[src/pkg/match_unit_cfg.svh]
// Register indices, field positions, reset values and mode codes of the capture/compare unit.
`ifndef MATCH_UNIT_CFG_SVH
`define MATCH_UNIT_CFG_SVH

// ----------------------------------------------------------------------------
// Register indices (byte address is four times the index)
// ----------------------------------------------------------------------------
`define IDX_PORT_DATA 10'h007
`define IDX_IRQ_FLAGS 10'h00c
`define IDX_TIMER_LOW 10'h00e
`define IDX_TIMER_HIGH 10'h00f
`define IDX_TIMER_CTRL 10'h010
`define IDX_PWM_BASE 10'h011
`define IDX_MATCH_LOW 10'h015
`define IDX_MATCH_HIGH 10'h016
`define IDX_UNIT_CTRL 10'h017
`define IDX_PORT_DIR 10'h087
`define IDX_IRQ_ENABLES 10'h08c
`define IDX_PWM_PERIOD 10'h092

// ----------------------------------------------------------------------------
// Field positions and masks
// ----------------------------------------------------------------------------
`define FLAG_UNIT_BIT 2
`define FLAG_TIMER_BIT 0
`define FLAGS_MASK 8'h05
`define TIMER_ON_BIT 0
`define TIMER_CTRL_MASK 8'h3f
`define PIN_BIT 2

// ----------------------------------------------------------------------------
// Reset values
// ----------------------------------------------------------------------------
`define RST_FLAGS 8'h00
`define RST_ENABLES 8'h00
`define RST_TIMER_CTRL 8'h00
`define RST_UNIT_CTRL 4'h0
`define RST_PORT_DIR 8'hff
`define RST_PWM_PERIOD 8'hff

// ----------------------------------------------------------------------------
// Mode field codes
// ----------------------------------------------------------------------------
`define MODE_OFF 4'h0
`define MODE_CAP_FALL 4'h4
`define MODE_CAP_RISE 4'h5
`define MODE_CAP_RISE4 4'h6
`define MODE_CAP_RISE16 4'h7
`define MODE_CMP_SET 4'h8
`define MODE_CMP_CLEAR 4'h9
`define MODE_CMP_SOFT 4'ha
`define MODE_CMP_TRIGGER 4'hb

// ----------------------------------------------------------------------------
// Prescaler terminal counts
// ----------------------------------------------------------------------------
`define PRESCALE_LAST4 4'h3
`define PRESCALE_LAST16 4'hf

`endif

[src/pkg/match_unit_pkg.sv]
// Types shared by the capture/compare unit and its edge prescaler.
package match_unit_pkg;
  `include "match_unit_cfg.svh"

  typedef enum logic [3:0] {
    mode_off_type = `MODE_OFF,
    mode_cap_fall_type = `MODE_CAP_FALL,
    mode_cap_rise_type = `MODE_CAP_RISE,
    mode_cap_rise4_type = `MODE_CAP_RISE4,
    mode_cap_rise16_type = `MODE_CAP_RISE16,
    mode_cmp_set_type = `MODE_CMP_SET,
    mode_cmp_clear_type = `MODE_CMP_CLEAR,
    mode_cmp_soft_type = `MODE_CMP_SOFT,
    mode_cmp_trigger_type = `MODE_CMP_TRIGGER
  } unit_mode_type;

  typedef struct packed {
    logic sync_first;
    logic sync_second;
    logic level_prev;
    logic [3:0] count;
    logic event_out;
  } prescale_state_type;

  typedef struct packed {
    logic [15:0] timer;
    logic [15:0] match_value;
    logic [1:0] duty_lsb;
    logic [3:0] unit_mode_field;
    logic [7:0] timer_control;
    logic [7:0] irq_flags;
    logic [7:0] irq_enables;
    logic [7:0] port_direction;
    logic [7:0] port_data;
    logic [7:0] pwm_period;
    logic [7:0] pwm_base;
    logic [1:0] pwm_sub;
    logic [1:0] duty_latch;
    logic out_latch;
    logic match_prev;
    logic [31:0] prdata;
    logic pready;
    logic pslverr;
    logic adc_start;
    logic pin_out;
    logic pin_oe_n;
    logic irq_request;
  } unit_state_type;
endpackage

[src/rtl/edge_prescaler.sv]
// Pin synchroniser, edge detector and capture event prescaler.
`timescale 1ns/100ps
module edge_prescaler (
  input wire logic pclk,
  input wire logic presetn,
  input wire logic pin_in,
  input wire logic [3:0] mode,
  output logic event_out
);
  import match_unit_pkg::*;

  prescale_state_type s_q;
  prescale_state_type s_d;
  logic capture_on;
  logic edge_seen;

  assign event_out = s_q.event_out;

  always_comb begin
    s_d = s_q;
    // The timer is sampled only from a settled pin level.
    s_d.sync_first = pin_in;
    s_d.sync_second = s_q.sync_first;
    s_d.level_prev = s_q.sync_second;
    s_d.event_out = 1'b0;
    capture_on = (mode[3:2] == 2'b01);
    if (mode == `MODE_CAP_FALL) begin
      edge_seen = s_q.level_prev & ~s_q.sync_second;
    end else begin
      edge_seen = ~s_q.level_prev & s_q.sync_second;
    end
    if (!capture_on) begin
      // Off or not capturing: the counter is held clear.
      s_d.count = 4'h0;
    end else if (edge_seen) begin
      // Moving between prescale settings keeps the count.
      s_d.count = s_q.count + 4'h1;
      case (mode)
        `MODE_CAP_RISE4: begin
          s_d.event_out = (s_q.count[1:0] == 2'(`PRESCALE_LAST4));
        end
        `MODE_CAP_RISE16: begin
          s_d.event_out = (s_q.count == `PRESCALE_LAST16);
        end
        default: begin
          s_d.event_out = 1'b1;
        end
      endcase
    end
  end

  always_ff @(posedge pclk or negedge presetn) begin
    if (!presetn) begin
      s_q <= '0;
    end else begin
      s_q <= s_d;
    end
  end
endmodule

[src/rtl/capture_compare_unit.sv]
// Capture/compare/PWM unit with its 16-bit timer, pin mux and APB register file.
`timescale 1ns/100ps
module capture_compare_unit (
  input wire logic pclk,
  input wire logic presetn,
  input wire logic psel,
  input wire logic penable,
  input wire logic pwrite,
  input wire logic [11:0] paddr,
  input wire logic [31:0] pwdata,
  output logic [31:0] prdata,
  output logic pready,
  output logic pslverr,
  input wire logic unit_pin_in,
  output logic unit_pin_out,
  output logic unit_pin_oe_n,
  input wire logic adc_enabled,
  output logic adc_start,
  output logic irq_request
);
  import match_unit_pkg::*;

  // --------------------------------------------------------------------------
  // State
  // --------------------------------------------------------------------------
  unit_state_type s_q;
  unit_state_type s_d;
  logic capture_event;
  logic [9:0] index;
  logic access_first;
  logic write_take;
  logic is_capture;
  logic is_compare;
  logic is_pwm;
  logic timer_on;
  logic timer_equal;
  logic compare_hit;
  logic trigger_hit;
  logic overflow_hit;
  logic unit_flag_set;
  logic [9:0] pwm_count;
  logic [9:0] duty_active;
  logic [7:0] read_byte;
  logic mapped;

  assign prdata = s_q.prdata;
  assign pready = s_q.pready;
  assign pslverr = s_q.pslverr;
  assign unit_pin_out = s_q.pin_out;
  assign unit_pin_oe_n = s_q.pin_oe_n;
  assign adc_start = s_q.adc_start;
  assign irq_request = s_q.irq_request;

  // --------------------------------------------------------------------------
  // Capture edge path
  // --------------------------------------------------------------------------
  // The pin is read back even while the unit drives it, so a port write that
  // toggles a driven pin is seen as an edge.
  // The prescaler keeps its own count, so only the mode is handed to it.
  edge_prescaler prescaler (
    .pclk(pclk),
    .presetn(presetn),
    .pin_in(unit_pin_in),
    .mode(s_q.unit_mode_field),
    .event_out(capture_event)
  );

  // --------------------------------------------------------------------------
  // Register read mux
  // --------------------------------------------------------------------------
  // Unmapped indices answer with an error and read as zero; writes to them are dropped.
  always_comb begin
    read_byte = 8'h00;
    mapped = 1'b1;
    case (index)
      `IDX_PORT_DATA: begin
        read_byte = s_q.port_data;
      end
      `IDX_IRQ_FLAGS: begin
        read_byte = s_q.irq_flags & `FLAGS_MASK;
      end
      `IDX_TIMER_LOW: begin
        read_byte = s_q.timer[7:0];
      end
      `IDX_TIMER_HIGH: begin
        read_byte = s_q.timer[15:8];
      end
      `IDX_TIMER_CTRL: begin
        read_byte = s_q.timer_control & `TIMER_CTRL_MASK;
      end
      `IDX_PWM_BASE: begin
        read_byte = s_q.pwm_base;
      end
      `IDX_MATCH_LOW: begin
        read_byte = s_q.match_value[7:0];
      end
      `IDX_MATCH_HIGH: begin
        read_byte = s_q.match_value[15:8];
      end
      `IDX_UNIT_CTRL: begin
        read_byte = {2'b00, s_q.duty_lsb, s_q.unit_mode_field};
      end
      `IDX_PORT_DIR: begin
        read_byte = s_q.port_direction;
      end
      `IDX_IRQ_ENABLES: begin
        read_byte = s_q.irq_enables & `FLAGS_MASK;
      end
      `IDX_PWM_PERIOD: begin
        read_byte = s_q.pwm_period;
      end
      default: begin
        mapped = 1'b0;
      end
    endcase
  end

  // --------------------------------------------------------------------------
  // Next-state logic
  // --------------------------------------------------------------------------
  always_comb begin
    s_d = s_q;
    index = paddr[11:2];
    // Every access waits one cycle; the answer is prepared while pready is low.
    access_first = psel & penable & ~s_q.pready;
    write_take = psel & penable & pwrite & s_q.pready;
    is_capture = (s_q.unit_mode_field[3:2] == 2'b01);
    is_compare = (s_q.unit_mode_field[3:2] == 2'b10);
    is_pwm = (s_q.unit_mode_field[3:2] == 2'b11);
    timer_on = s_q.timer_control[`TIMER_ON_BIT];
    pwm_count = {s_q.pwm_base, s_q.pwm_sub};
    duty_active = {s_q.match_value[15:8], s_q.duty_latch};
    unit_flag_set = 1'b0;

    // ------------------------------------------------------------------------
    // Bus answer
    // ------------------------------------------------------------------------
    // Read data is taken in the first access cycle and then held until the
    // next access starts, so the master may sample it late.
    s_d.pready = access_first;
    s_d.pslverr = access_first & ~mapped;
    s_d.adc_start = 1'b0;
    if (access_first) begin
      s_d.prdata = {24'h000000, read_byte};
    end

    // ------------------------------------------------------------------------
    // Compare and timer
    // ------------------------------------------------------------------------
    // Compare is checked every cycle; one hit per arrival at equality.
    timer_equal = (s_q.timer == s_q.match_value);
    compare_hit = is_compare & timer_equal & ~s_q.match_prev;
    s_d.match_prev = is_compare & timer_equal;
    trigger_hit = compare_hit & (s_q.unit_mode_field == `MODE_CMP_TRIGGER);

    // The timer counts pclk whenever its run bit is set. Clock-source and
    // prescale bits are stored only, so the unsynchronised counter mode in
    // which capture and compare would be unreliable can never be entered.
    // Timer: a trigger reset takes the place of the increment and raises no
    // overflow.
    overflow_hit = 1'b0;
    if (trigger_hit) begin
      s_d.timer = 16'h0000;
    end else if (timer_on) begin
      s_d.timer = s_q.timer + 16'h0001;
      overflow_hit = (s_q.timer == 16'hffff);
    end
    if (trigger_hit & adc_enabled) begin
      s_d.adc_start = 1'b1;
    end

    if (compare_hit) begin
      unit_flag_set = 1'b1;
      case (s_q.unit_mode_field)
        `MODE_CMP_SET: begin
          s_d.out_latch = 1'b1;
        end
        `MODE_CMP_CLEAR: begin
          s_d.out_latch = 1'b0;
        end
        default: begin
          // Software-interrupt and trigger modes leave the pin alone.
          s_d.out_latch = s_q.out_latch;
        end
      endcase
    end

    // ------------------------------------------------------------------------
    // Capture
    // ------------------------------------------------------------------------
    // Capture copies the running timer; a second capture simply overwrites.
    if (is_capture & capture_event) begin
      s_d.match_value = s_q.timer;
      unit_flag_set = 1'b1;
    end

    // ------------------------------------------------------------------------
    // PWM time base
    // ------------------------------------------------------------------------
    // PWM: 10-bit count of base and sub-cycle against the latched duty.
    if (is_pwm) begin
      if (pwm_count == {s_q.pwm_period, 2'b11}) begin
        s_d.pwm_base = 8'h00;
        s_d.pwm_sub = 2'b00;
        s_d.match_value[15:8] = s_q.match_value[7:0];
        s_d.duty_latch = s_q.duty_lsb;
        s_d.out_latch = ({s_q.match_value[7:0], s_q.duty_lsb} != 10'h000);
      end else begin
        {s_d.pwm_base, s_d.pwm_sub} = pwm_count + 10'h001;
        if (pwm_count == duty_active) begin
          s_d.out_latch = 1'b0;
        end
      end
    end else begin
      s_d.pwm_base = 8'h00;
      s_d.pwm_sub = 2'b00;
    end

    // ------------------------------------------------------------------------
    // Register writes
    // ------------------------------------------------------------------------
    // Software writes take effect at the edge that completes the transfer.
    if (write_take) begin
      case (index)
        `IDX_PORT_DATA: begin
          s_d.port_data = pwdata[7:0];
        end
        `IDX_IRQ_FLAGS: begin
          s_d.irq_flags = pwdata[7:0] & `FLAGS_MASK;
        end
        `IDX_TIMER_LOW: begin
          s_d.timer[7:0] = pwdata[7:0];
        end
        `IDX_TIMER_HIGH: begin
          s_d.timer[15:8] = pwdata[7:0];
        end
        `IDX_TIMER_CTRL: begin
          s_d.timer_control = pwdata[7:0] & `TIMER_CTRL_MASK;
        end
        `IDX_MATCH_LOW: begin
          s_d.match_value[7:0] = pwdata[7:0];
        end
        `IDX_MATCH_HIGH: begin
          // In PWM mode the high byte holds the latched duty and is read-only.
          if (!is_pwm) begin
            s_d.match_value[15:8] = pwdata[7:0];
          end
        end
        `IDX_UNIT_CTRL: begin
          s_d.unit_mode_field = pwdata[3:0];
          s_d.duty_lsb = pwdata[5:4];
          // Moving between two capture settings raises a false flag; going
          // through off first avoids it.
          if (is_capture && pwdata[3:2] == 2'b01 && pwdata[3:0] != s_q.unit_mode_field) begin
            unit_flag_set = 1'b1;
          end
        end
        `IDX_PORT_DIR: begin
          s_d.port_direction = pwdata[7:0];
        end
        `IDX_IRQ_ENABLES: begin
          s_d.irq_enables = pwdata[7:0] & `FLAGS_MASK;
        end
        `IDX_PWM_PERIOD: begin
          s_d.pwm_period = pwdata[7:0];
        end
        default: begin
          s_d.port_data = s_d.port_data;
        end
      endcase
    end

    // ------------------------------------------------------------------------
    // Latch, flags and pin
    // ------------------------------------------------------------------------
    // Off clears the output latch; the pin then shows the port data bit.
    if (s_d.unit_mode_field == `MODE_OFF) begin
      s_d.out_latch = 1'b0;
    end

    // Hardware sets are applied last so they beat a clear in the same cycle.
    if (unit_flag_set) begin
      s_d.irq_flags[`FLAG_UNIT_BIT] = 1'b1;
    end
    if (overflow_hit) begin
      s_d.irq_flags[`FLAG_TIMER_BIT] = 1'b1;
    end

    // The unit owns the pin in compare and PWM modes; otherwise the port
    // latch shows through. Direction stays with software.
    if (s_d.unit_mode_field[3]) begin
      s_d.pin_out = s_d.out_latch;
    end else begin
      s_d.pin_out = s_d.port_data[`PIN_BIT];
    end
    s_d.pin_oe_n = s_d.port_direction[`PIN_BIT];
    // A match or capture reaches the request line only when enabled.
    s_d.irq_request = |(s_d.irq_flags & s_d.irq_enables & `FLAGS_MASK);
  end

  // --------------------------------------------------------------------------
  // State register
  // --------------------------------------------------------------------------
  always_ff @(posedge pclk or negedge presetn) begin
    if (!presetn) begin
      s_q <= '0;
      s_q.irq_flags <= `RST_FLAGS;
      s_q.irq_enables <= `RST_ENABLES;
      s_q.timer_control <= `RST_TIMER_CTRL;
      s_q.unit_mode_field <= `RST_UNIT_CTRL;
      s_q.port_direction <= `RST_PORT_DIR;
      s_q.pwm_period <= `RST_PWM_PERIOD;
      s_q.pin_oe_n <= 1'b1;
    end else begin
      s_q <= s_d;
    end
  end
endmodule

[config.mk]
export PLATFORM = sky130hd
export DESIGN_NAME = capture_compare_unit
export DESIGN_NICKNAME = d
export VERILOG_FILES = /design/src/pkg/match_unit_pkg.sv /design/src/rtl/edge_prescaler.sv /design/src/rtl/capture_compare_unit.sv
export VERILOG_INCLUDE_DIRS = /design/src /design/src/pkg
export SDC_FILE = /design/constraint.sdc
export NUM_CORES = 1
export LEC_CHECK = 0
export ABC_CLOCK_PERIOD_IN_PS = 3300
export CORE_ASPECT_RATIO = 1.2
export CORE_UTILIZATION = 50
export CTS_CLUSTER_SIZE = 30
export DETAILED_ROUTE_END_ITERATION = 10
export DONT_BUFFER_PORTS = 1
export PLACE_DENSITY = 0.75
export SLEW_MARGIN = 20
export SYNTH_ARGS = -nofsm -noshare
export SYNTH_HDL_FRONTEND = slang
export SYNTH_SLANG_ARGS = --single-unit
[constraint.sdc]
create_clock -name pclk -period 3.3 [get_ports pclk]
set_input_delay 0 -clock pclk [delete_from_list [all_inputs] [get_ports pclk]]
set_output_delay 0 -clock pclk [all_outputs]
set_load 0.05 [all_outputs]
# == Yosys cells after proc, flatten, opt, wreduce, memory -nomap -nowiden ==
# Index checks and enable logic that the tools add are counted.
# word_totals
register_bits,119
latch_bits,0
ram_bits,0
rom_bits,0
in_bits,51
word_cells,135
n_memories,0
# classes
add_sub_neg,3
multipliers,0
div_mod_pow,0
n_lt_le_gt_ge,0
eq_ne,30
shift,0
mux,44
bitwise_logic,18
n_reduce_logical,12
# op_table
cell,count
8-bit 2-to-1 mux,12
8-bit case mux with 12 select lines,1
86-bit 2-to-1 mux,1
"10-bit by 5-bit == test with 1-bit output, second input constant",5
16-bit 2-to-1 mux,3
"10-bit by 4-bit == test with 1-bit output, second input constant",3
"10-bit by 8-bit == test with 1-bit output, second input constant",3
10-bit == test,2
10-bit 2-to-1 mux,2
1-bit 2-to-1 mux,19
"16-bit by 1-bit adder with 16-bit output, second input constant",1
16-bit == test,1
"16-bit == test, second input constant",1
"4-bit == test, second input constant",4
1-bit AND,12
"4-bit by 3-bit == test with 1-bit output, second input constant",3
6-bit 2-to-1 mux,2
2-bit AND reduction,6
12-bit OR reduction,1
"10-bit by 1-bit adder with 10-bit output, second input constant",1
"10-bit by 3-bit == test with 1-bit output, second input constant",1
10-bit nonzero test,1
"2-bit == test, second input constant",3
5-bit 2-to-1 mux,1
11 further kinds,18

# == Longest topological paths before layout ==
# Gate-level depths: netlist (run 1).
# depth
word_depth,11
ltp_mapped,9
ltp_nobuf,7

# == Cells and area by module ==
# A second synthesis (run 1) with hierarchy kept.
# unflattened
cells_unflattened,685
area_unflattened_um2,6341.1
# modules_own_cells
module,instances,cells_per_inst,area_each_um2,seq_area_each_um2
capture_compare_unit,1,655,5989.5,2497.4
edge_prescaler,1,30,351.6,200.2

# == Worst setup path before layout (run 1) ==
# Ideal clock, no wire load.
# synth_timing
kind,register to register
start,register s_q (netlist bit pready)
end,register s_q[39] (netlist bit)
arrival_time_ns,2.310
t_required_ns,3.169
path_slack_ns,0.859
stages_incl_launch_ff,6
cell_sequence,dfrtp_1 nand4_1 nor4_4 mux2_2 nor3_1 nor3_2
# synth_lines
item,line,text
start: declaration,capture_compare_unit.sv:26,unit_state_type s_q;

==> results of run 1 <==
-- synth_stat cells (2+ instances only) --
master,n
sky130_fd_sc_hd__a32o_1,2
sky130_fd_sc_hd__clkbuf_1,31
sky130_fd_sc_hd__buf_2,7
sky130_fd_sc_hd__a32oi_1,4
sky130_fd_sc_hd__a31oi_1,7
sky130_fd_sc_hd__buf_6,2
sky130_fd_sc_hd__and3_1,11
sky130_fd_sc_hd__a22oi_1,6
sky130_fd_sc_hd__dfrtp_1,91
sky130_fd_sc_hd__mux2_2,42
sky130_fd_sc_hd__nor4_1,9
sky130_fd_sc_hd__a221oi_1,6
sky130_fd_sc_hd__nor3b_1,3
sky130_fd_sc_hd__nor4b_1,5
sky130_fd_sc_hd__a2111oi_0,2
sky130_fd_sc_hd__a222oi_1,2
sky130_fd_sc_hd__nor2b_1,5
sky130_fd_sc_hd__nand3b_1,5
sky130_fd_sc_hd__buf_4,35
sky130_fd_sc_hd__nor2_1,54
sky130_fd_sc_hd__ha_1,3
sky130_fd_sc_hd__nand3_1,15
sky130_fd_sc_hd__or4_4,2
sky130_fd_sc_hd__a22o_1,8
sky130_fd_sc_hd__a21oi_1,21
sky130_fd_sc_hd__mux2i_1,31
sky130_fd_sc_hd__o22ai_1,4
sky130_fd_sc_hd__nand2b_1,4
sky130_fd_sc_hd__nor3_2,3
sky130_fd_sc_hd__nor3_1,15
sky130_fd_sc_hd__buf_1,3
sky130_fd_sc_hd__xor2_1,40
sky130_fd_sc_hd__and2_1,5
sky130_fd_sc_hd__nand4_1,12
sky130_fd_sc_hd__inv_1,6
sky130_fd_sc_hd__o21ai_0,20
sky130_fd_sc_hd__xnor2_1,23
sky130_fd_sc_hd__o31ai_1,11
sky130_fd_sc_hd__nand2_1,58
sky130_fd_sc_hd__dfstp_2,16
-- through the flow --
| stage | instance area (um2) | power (mW) | cells |
|---|---|---|---|
| CTS | 6890 | 2.76 | 810 |
| global placement | 6330 | 1.57 | 770 |
| detailed placement | 6330 | 1.57 | 770 |
| floorplan | 6510 | 1.61 | 676 |
| finish | 6890 | 2.74 | 810 |
| global route | 6890 | 2.84 | 810 |
-- area by class of cell --
cell class	count	area share
Multi-Input combinational cell	484	0.484
Sequential cell	107	0.391
Timing Repair Buffer	33	0.0472
Clock buffer	10	0.0332
Tap cell	164	0.0298
Clock inverter	6	0.0114
Inverter	6	0.00327
-- worst paths after layout --
path	from	end	slack [ns]	cells past startpoint
min	paddr[3]	prdata[0]	0.05	3
max in group asynchronous	presetn	s_q[56]	2.67	2
max reg2reg	pready	s_q[125]	0.58	6
min in group asynchronous	presetn	prdata[6]	0.25	2
min reg2reg	prescaler.s_d[6]	prescaler.s_d[5]	0.35	0
max	paddr[11]	s_q[125]	0.33	7
-- flip-flops by register name (all words and copies together), names as in the netlist, 2 cells and up --
name,flops
prdata,8
duty_active,10
prescaler.s_q,5
pwm_count,10
s_q,66
prescaler.s_d,2
-- metal layers --
layer  GRT usage  vias up  part of all wire  routed length (um)
li1            -     2231                 -                   -
met1       0.322     2462              0.39                6640
met2       0.447      218              0.50                8420
met3      0.0554       51             0.061                1020
met4       0.144        0             0.043                 728
met5           0        -                 0                   0
-- kinds of logic after synthesis --
logic type      Yosys count
mux                      74
other cells               1
flops                   107
buf+inv                  85
simple gates            220
xor+xnor                 63
fa+ha+maj                 3
compound gates          100
-- tightest hold or removal path, cell delays in order --
cell,delay [ns]
sky130_fd_sc_hd__nor3b_1,0.19
sky130_fd_sc_hd__nand2_1,0.09
sky130_fd_sc_hd__a311oi_1,0.08
-- power breakdown --
part	total (mW)	switching, mW	internal (mW)	leakage, nW
Combinational	0.209	0.150	0.0591	1.50
Sequential	1.40	0.0727	1.33	1.27
Clock	1.13	0.520	0.609	0.152
==> metrics, run 1 <==
CTS Hold Buffers Added=24; antenna violations before repair=0; Num Clock Sinks=around 110; worst hold slack after final layout=0.0465 ns; final core utilization=0.547; main flop type after synthesis=sky130_fd_sc_hd__dfrtp_1; Syn Inst Count=653; startpoint types=input port; ratio of cells with drive above 1 in the final layout=0.155; commonest cells after routing, fill and taps aside=sky130_fd_sc_hd__dfrtp_1, sky130_fd_sc_hd__nand2_1, sky130_fd_sc_hd__nor2_1, sky130_fd_sc_hd__mux2_2, sky130_fd_sc_hd__xor2_1; cell row count=45; area of the multi-input gates=0.00333 mm2; Max Slew Vio Count=0; flop and latch count out of synthesis=about 110; proportion of register bits with asynchronous set or reset after synthesis=1.00; global-route usage over all layers=0.267; average cell area after synthesis=9.83 um2; ratio of total power to cell area=about 400 mW/mm2; Post-Synth Simple-Gate Area=0.184; Top-Level Pins=89; number of iterations in the first detailed-routing pass=5; initial core utilization=0.509; highest clock rate=337 MHz; critical path peak fanout=16; CP max-delay cell=sky130_fd_sc_hd__nor3_2; # fillers=between 1000 and 1500; sum of overflow across all layers after global routing=0; Worst VDD drop=0.000230 V; ANT cells=0; Worst Path Arrival=between 3 and 4 ns; delay-heaviest family, CP=simple AND/OR/NAND/NOR gates; leakage=2.92 nW; placeable core area=0.0126 mm2; Die Wd=around 110 um; most common cell after layout, fill and taps aside=sky130_fd_sc_hd__dfrtp_1; clock root buffer=sky130_fd_sc_hd__clkbuf_16; setup repair after global routing missed its margin=false; number of cells upsized or downsized after cts=0; Post-CTS Setup Repair Bufs=0; sequential cell area=0.00270 mm2; xor and xnor area share after synthesis=0.0859; final cycle utilization of the critical path=0.899; vias per cell=6.13; top cells by area, synth=sky130_fd_sc_hd__dfrtp_1, sky130_fd_sc_hd__mux2_2, sky130_fd_sc_hd__dfstp_2, sky130_fd_sc_hd__xor2_1, sky130_fd_sc_hd__mux2i_1; Critical Path Max Stage Delay=0.84 ns; largest family of logic cells by synthesized area=simple AND/OR/NAND/NOR gates; Max Buffers Root-to-Sink=2; number of buffers created by CTS=9; pre-CTS worst setup slack=0.939 ns; share of the synthesized area in the top cell type=0.355; clock tree from TritonCTS=yes; Slew HR=0.323; adder and majority gate portion of the synthesized area=0.00585; Worst-path clk slew=about 0.07 ns; CP cell instances=dlygate4sd3_1 > nor3b_1 > nand2_1 > nor3_2 > nand2_1 > dlygate4sd3_1 > o31ai_1; post-synthesis sequential area ratio=0.420; number of buffers and inverters on the critical path=2; count of flip-flops with a built-in enable after synthesis=0; Buffers on Ports=0; Setup TNS=0 ns; height of the die=126 um; largest net degree at the start of global routing=~110; number of distinct standard cells referenced by the synthesized netlist=64; full die area=0.0133 mm2; wire length reported by the detailed router=about 17000 um; type of element capturing the critical path=register; mapped cell area=0.00642 mm2; routed vias=4962; setup skew after layout=0.00714 ns; final worst path period need=2.97 ns; number of routed nets with antenna violations=0; via count of the first global-routing pass=4988; global placement routability congestion=0.875; violation count after the first detailed-routing iteration=484; Hold Path Class=input port to register; required time worst endpoint=approximately 3.6 ns; clock latency at the later pin of the worst-skew pair=0.35 ns; final setup fails=0; final routed DRC violation total=0; worst setup path category=input port to register; share of synthesized area spent on multiplexers=0.124; actual transition at the worst max-transition pin=1.01 ns; wire length of the first global-routing pass=around 27000 um; run status=finished clean; area fraction in compound gates after synthesis=0.106; DP HPWL=12000 um; total number of H-tree levels=3; detailed-route wire length per cell=20.8 um; top cell type by total area after synthesis=sky130_fd_sc_hd__dfrtp_1; hold violation count in the final report=0; Setup WS post-layout=0.333 ns; area delta synth->final=7.35%; number of warnings printed during yosys synthesis=0; reported max-cap violation count=0; NumNets Final=695
Power figures use the tool's default switching activity.
==> run 2, diff against run 1 <==
--- a/config.mk
+++ b/config.mk
@@ -6,6 +6,7 @@
 export SDC_FILE = /design/constraint.sdc
 export NUM_CORES = 1
 export LEC_CHECK = 0
+export ABC_AREA = 1
 export ABC_CLOCK_PERIOD_IN_PS = 3300
 export CORE_ASPECT_RATIO = 1.2
 export CORE_UTILIZATION = 50
==> run 2 against run 1 <==
Effect of this change:
- design area rose by 2.8%
- total power shrank 3.5%
- hold slack worse by 0.043 ns
- clock skew is 0.0043 ns higher
- sequential power down 5%
- critical path depth up 4
- sequential share of layout area is 1.1 points lower
- cell count grew 35%
- critical path type is now register to register
==> metrics, run 2 <==
wire length reported by the detailed router=about 20000 um; top cell type by total area after synthesis=sky130_fd_sc_hd__dfrtp_1; Die Wd=roughly 110 um; top cells by area, synth=sky130_fd_sc_hd__dfrtp_1, sky130_fd_sc_hd__nand2_1, sky130_fd_sc_hd__o21ai_0, sky130_fd_sc_hd__dfstp_2, sky130_fd_sc_hd__inv_1; placeable core area=between 0.01 and 0.015 mm2; full die area=0.0138 mm2; final cycle utilization of the critical path=0.824; setup repair after global routing missed its margin=false; via count of the first global-routing pass=5769; clock latency at the later pin of the worst-skew pair=0.37 ns; flop and latch count out of synthesis=107; worst setup path category=register to register; ratio of cells with drive above 1 in the final layout=0.0700; reported max-cap violation count=0; startpoint types=register; sum of overflow across all layers after global routing=0; detailed-route wire length per cell=between 15 and 20 um; commonest cells after routing, fill and taps aside=sky130_fd_sc_hd__nand2_1, sky130_fd_sc_hd__inv_1, sky130_fd_sc_hd__o21ai_0, sky130_fd_sc_hd__dfrtp_1, sky130_fd_sc_hd__nor2_1; area of the multi-input gates=0.00327 mm2; run status=finished clean; Worst Path Arrival=3.02 ns; Max Buffers Root-to-Sink=2; antenna violations before repair=0; count of flip-flops with a built-in enable after synthesis=0; critical path peak fanout=5; clock root buffer=sky130_fd_sc_hd__clkbuf_16; violation count after the first detailed-routing iteration=529; wire length of the first global-routing pass=approximately 31000 um; DP HPWL=between 10000 and 15000 um; final worst path period need=between 2 and 3 ns; ratio of total power to cell area=373 mW/mm2; clock tree from TritonCTS=yes; number of iterations in the first detailed-routing pass=6; number of routed nets with antenna violations=0; area delta synth->final=6.55%; most common cell after layout, fill and taps aside=sky130_fd_sc_hd__nand2_1; Worst VDD drop=roughly 0.00032 V; cells on worst reg2reg path=11; vias per cell=5.65; Max Slew Vio Count=0; highest clock rate=368 MHz; # fillers=1254; global placement routability congestion=1.00; number of cells upsized or downsized after cts=0; final setup fails=0; post-synthesis sequential area ratio=0.406; global-route usage over all layers=0.310; height of the die=roughly 130 um; max FFs per register=66; Setup TNS=0 ns; number of warnings printed during yosys synthesis=0; type of element capturing the critical path=register; Buffers on Ports=0; register with the most flip-flops=s_q; initial core utilization=0.518; main flop type after synthesis=sky130_fd_sc_hd__dfrtp_1; Top-Level Pins=89; ANT cells=0; routed vias=6174; number of distinct standard cells referenced by the synthesized netlist=45; share of the synthesized area in the top cell type=0.342; flop-to-flop setup slack=0.58 ns; leakage=3.32 nW; setup skew after layout=0.0115 ns; largest net degree at the start of global routing=approximately 110; cell with the most instances after synthesis=sky130_fd_sc_hd__nand2_1; NumNets Final=a little under 1000; Syn Inst Count=just over 900; Num Clock Sinks=between 100 and 150; worst hold path cell count=3; final routed DRC violation total=0; hold violation count in the final report=0; Hold Path Class=input port to register; Worst-path clk slew=roughly 0.08 ns; number of buffers created by CTS=9; mapped cell area=0.00665 mm2; proportion of register bits with asynchronous set or reset after synthesis=1.00; total number of H-tree levels=3; actual transition at the worst max-transition pin=0.762 ns; Slew HR=0.491; average cell area after synthesis=7.20 um2; sequential cell area=about 0.0027 mm2; Power Total=about 2.6 mW; required time worst endpoint=3.60 ns; cell row count=45; most instantiated cells after synthesis=sky130_fd_sc_hd__nand2_1, sky130_fd_sc_hd__inv_1, sky130_fd_sc_hd__o21ai_0, sky130_fd_sc_hd__dfrtp_1, sky130_fd_sc_hd__nor2_1
-- run 2: cell types whose count changed after synthesis, moves of 22 or more --
cell	previous run	this run
sky130_fd_sc_hd__clkbuf_1	31	9
sky130_fd_sc_hd__inv_1	6	110
sky130_fd_sc_hd__nand3_1	15	54
sky130_fd_sc_hd__mux2_2	42	0
sky130_fd_sc_hd__mux2i_1	31	0
sky130_fd_sc_hd__nand2_1	58	260
sky130_fd_sc_hd__o21ai_0	20	101
-- run 2: worst paths after layout --
path                             startpoint                to
max in group asynchronous           presetn           s_q[72]
max                                  pready      unit_pin_out
min                                 penable            pready
min in group asynchronous           presetn          s_q[136]
max reg2reg                          pready      unit_pin_out
min reg2reg                prescaler.s_d[6]  prescaler.s_d[5]
-- run 2: critical path: stages (launching register included) --
cell,delay [ns]
sky130_fd_sc_hd__dfrtp_1,0.65
sky130_fd_sc_hd__nand2_1,0.18
sky130_fd_sc_hd__nor2_1,0.48
sky130_fd_sc_hd__nand4_1,0.21
sky130_fd_sc_hd__dlygate4sd3_1,0.61
sky130_fd_sc_hd__nand2_1,0.08
sky130_fd_sc_hd__inv_1,0.04
sky130_fd_sc_hd__nand2_1,0.05
sky130_fd_sc_hd__nor2_1,0.04
sky130_fd_sc_hd__nor2_1,0.15
sky130_fd_sc_hd__nand3_1,0.09
sky130_fd_sc_hd__nand2_1,0.07
-- run 2: metal layers --
metal	GRT usage	up-vias	wire length [um]
met5	0	-	0
met4	0.161	0	849
met3	0.0471	51	1450
met2	0.508	290	9490
met1	0.398	2871	8310
li1	-	2962	-
-- run 2: final cells by class --
cell class / count / area share
inverter: 117 / 0.0620
multi-input combinational: 674 / 0.462
clock inverter: 6 / 0.00971
clock buffer: 10 / 0.0337
timing repair buffer: 15 / 0.0230
sequential: 107 / 0.381
tap: 164 / 0.0290
-- run 2: cells by family after synthesis --
logic type      count (synthesis)  synth area share
xor+xnor                       25            0.0329
fa+ha+maj                       3           0.00564
buf+inv                       166             0.115
other cells                     1          0.000564
compound gates                155             0.125
simple gates                  467             0.315
flops                         107             0.406
-- run 2: through the flow --
stage / setup slack [ns] / std cells / hold WS [ns] / instance area, um2 / utilization
finish: 0.580 / 1093 / 0.00393 / 7090 / 0.552
global route: 0.370 / 1093 / 0.0314 / 7090 / 0.552
global placement: 0.769 / 1064 / -0.290 / 6630 / 0.517
detailed placement: 0.685 / 1064 / -0.290 / 6630 / 0.517
CTS: 0.619 / 1093 / 0.000201 / 7090 / 0.552
floorplan: 1.43 / 947 / -0.296 / 6740 / -
-- run 2: power by group --
group	total [mW]	switching [mW]	leakage, nW	internal, mW
registers	1.33	0.0114	1.40	1.32
clock network	1.13	0.517	0.150	0.616
logic	0.182	0.155	1.77	0.0276
total	2.64	0.683	3.32	1.96
-- run 2: timing repair --
action / in CTS / in global routing
hold buffers: 13 / 0
setup buffers: 0 / 0
endpoints found under the hold margin: 118 / 0
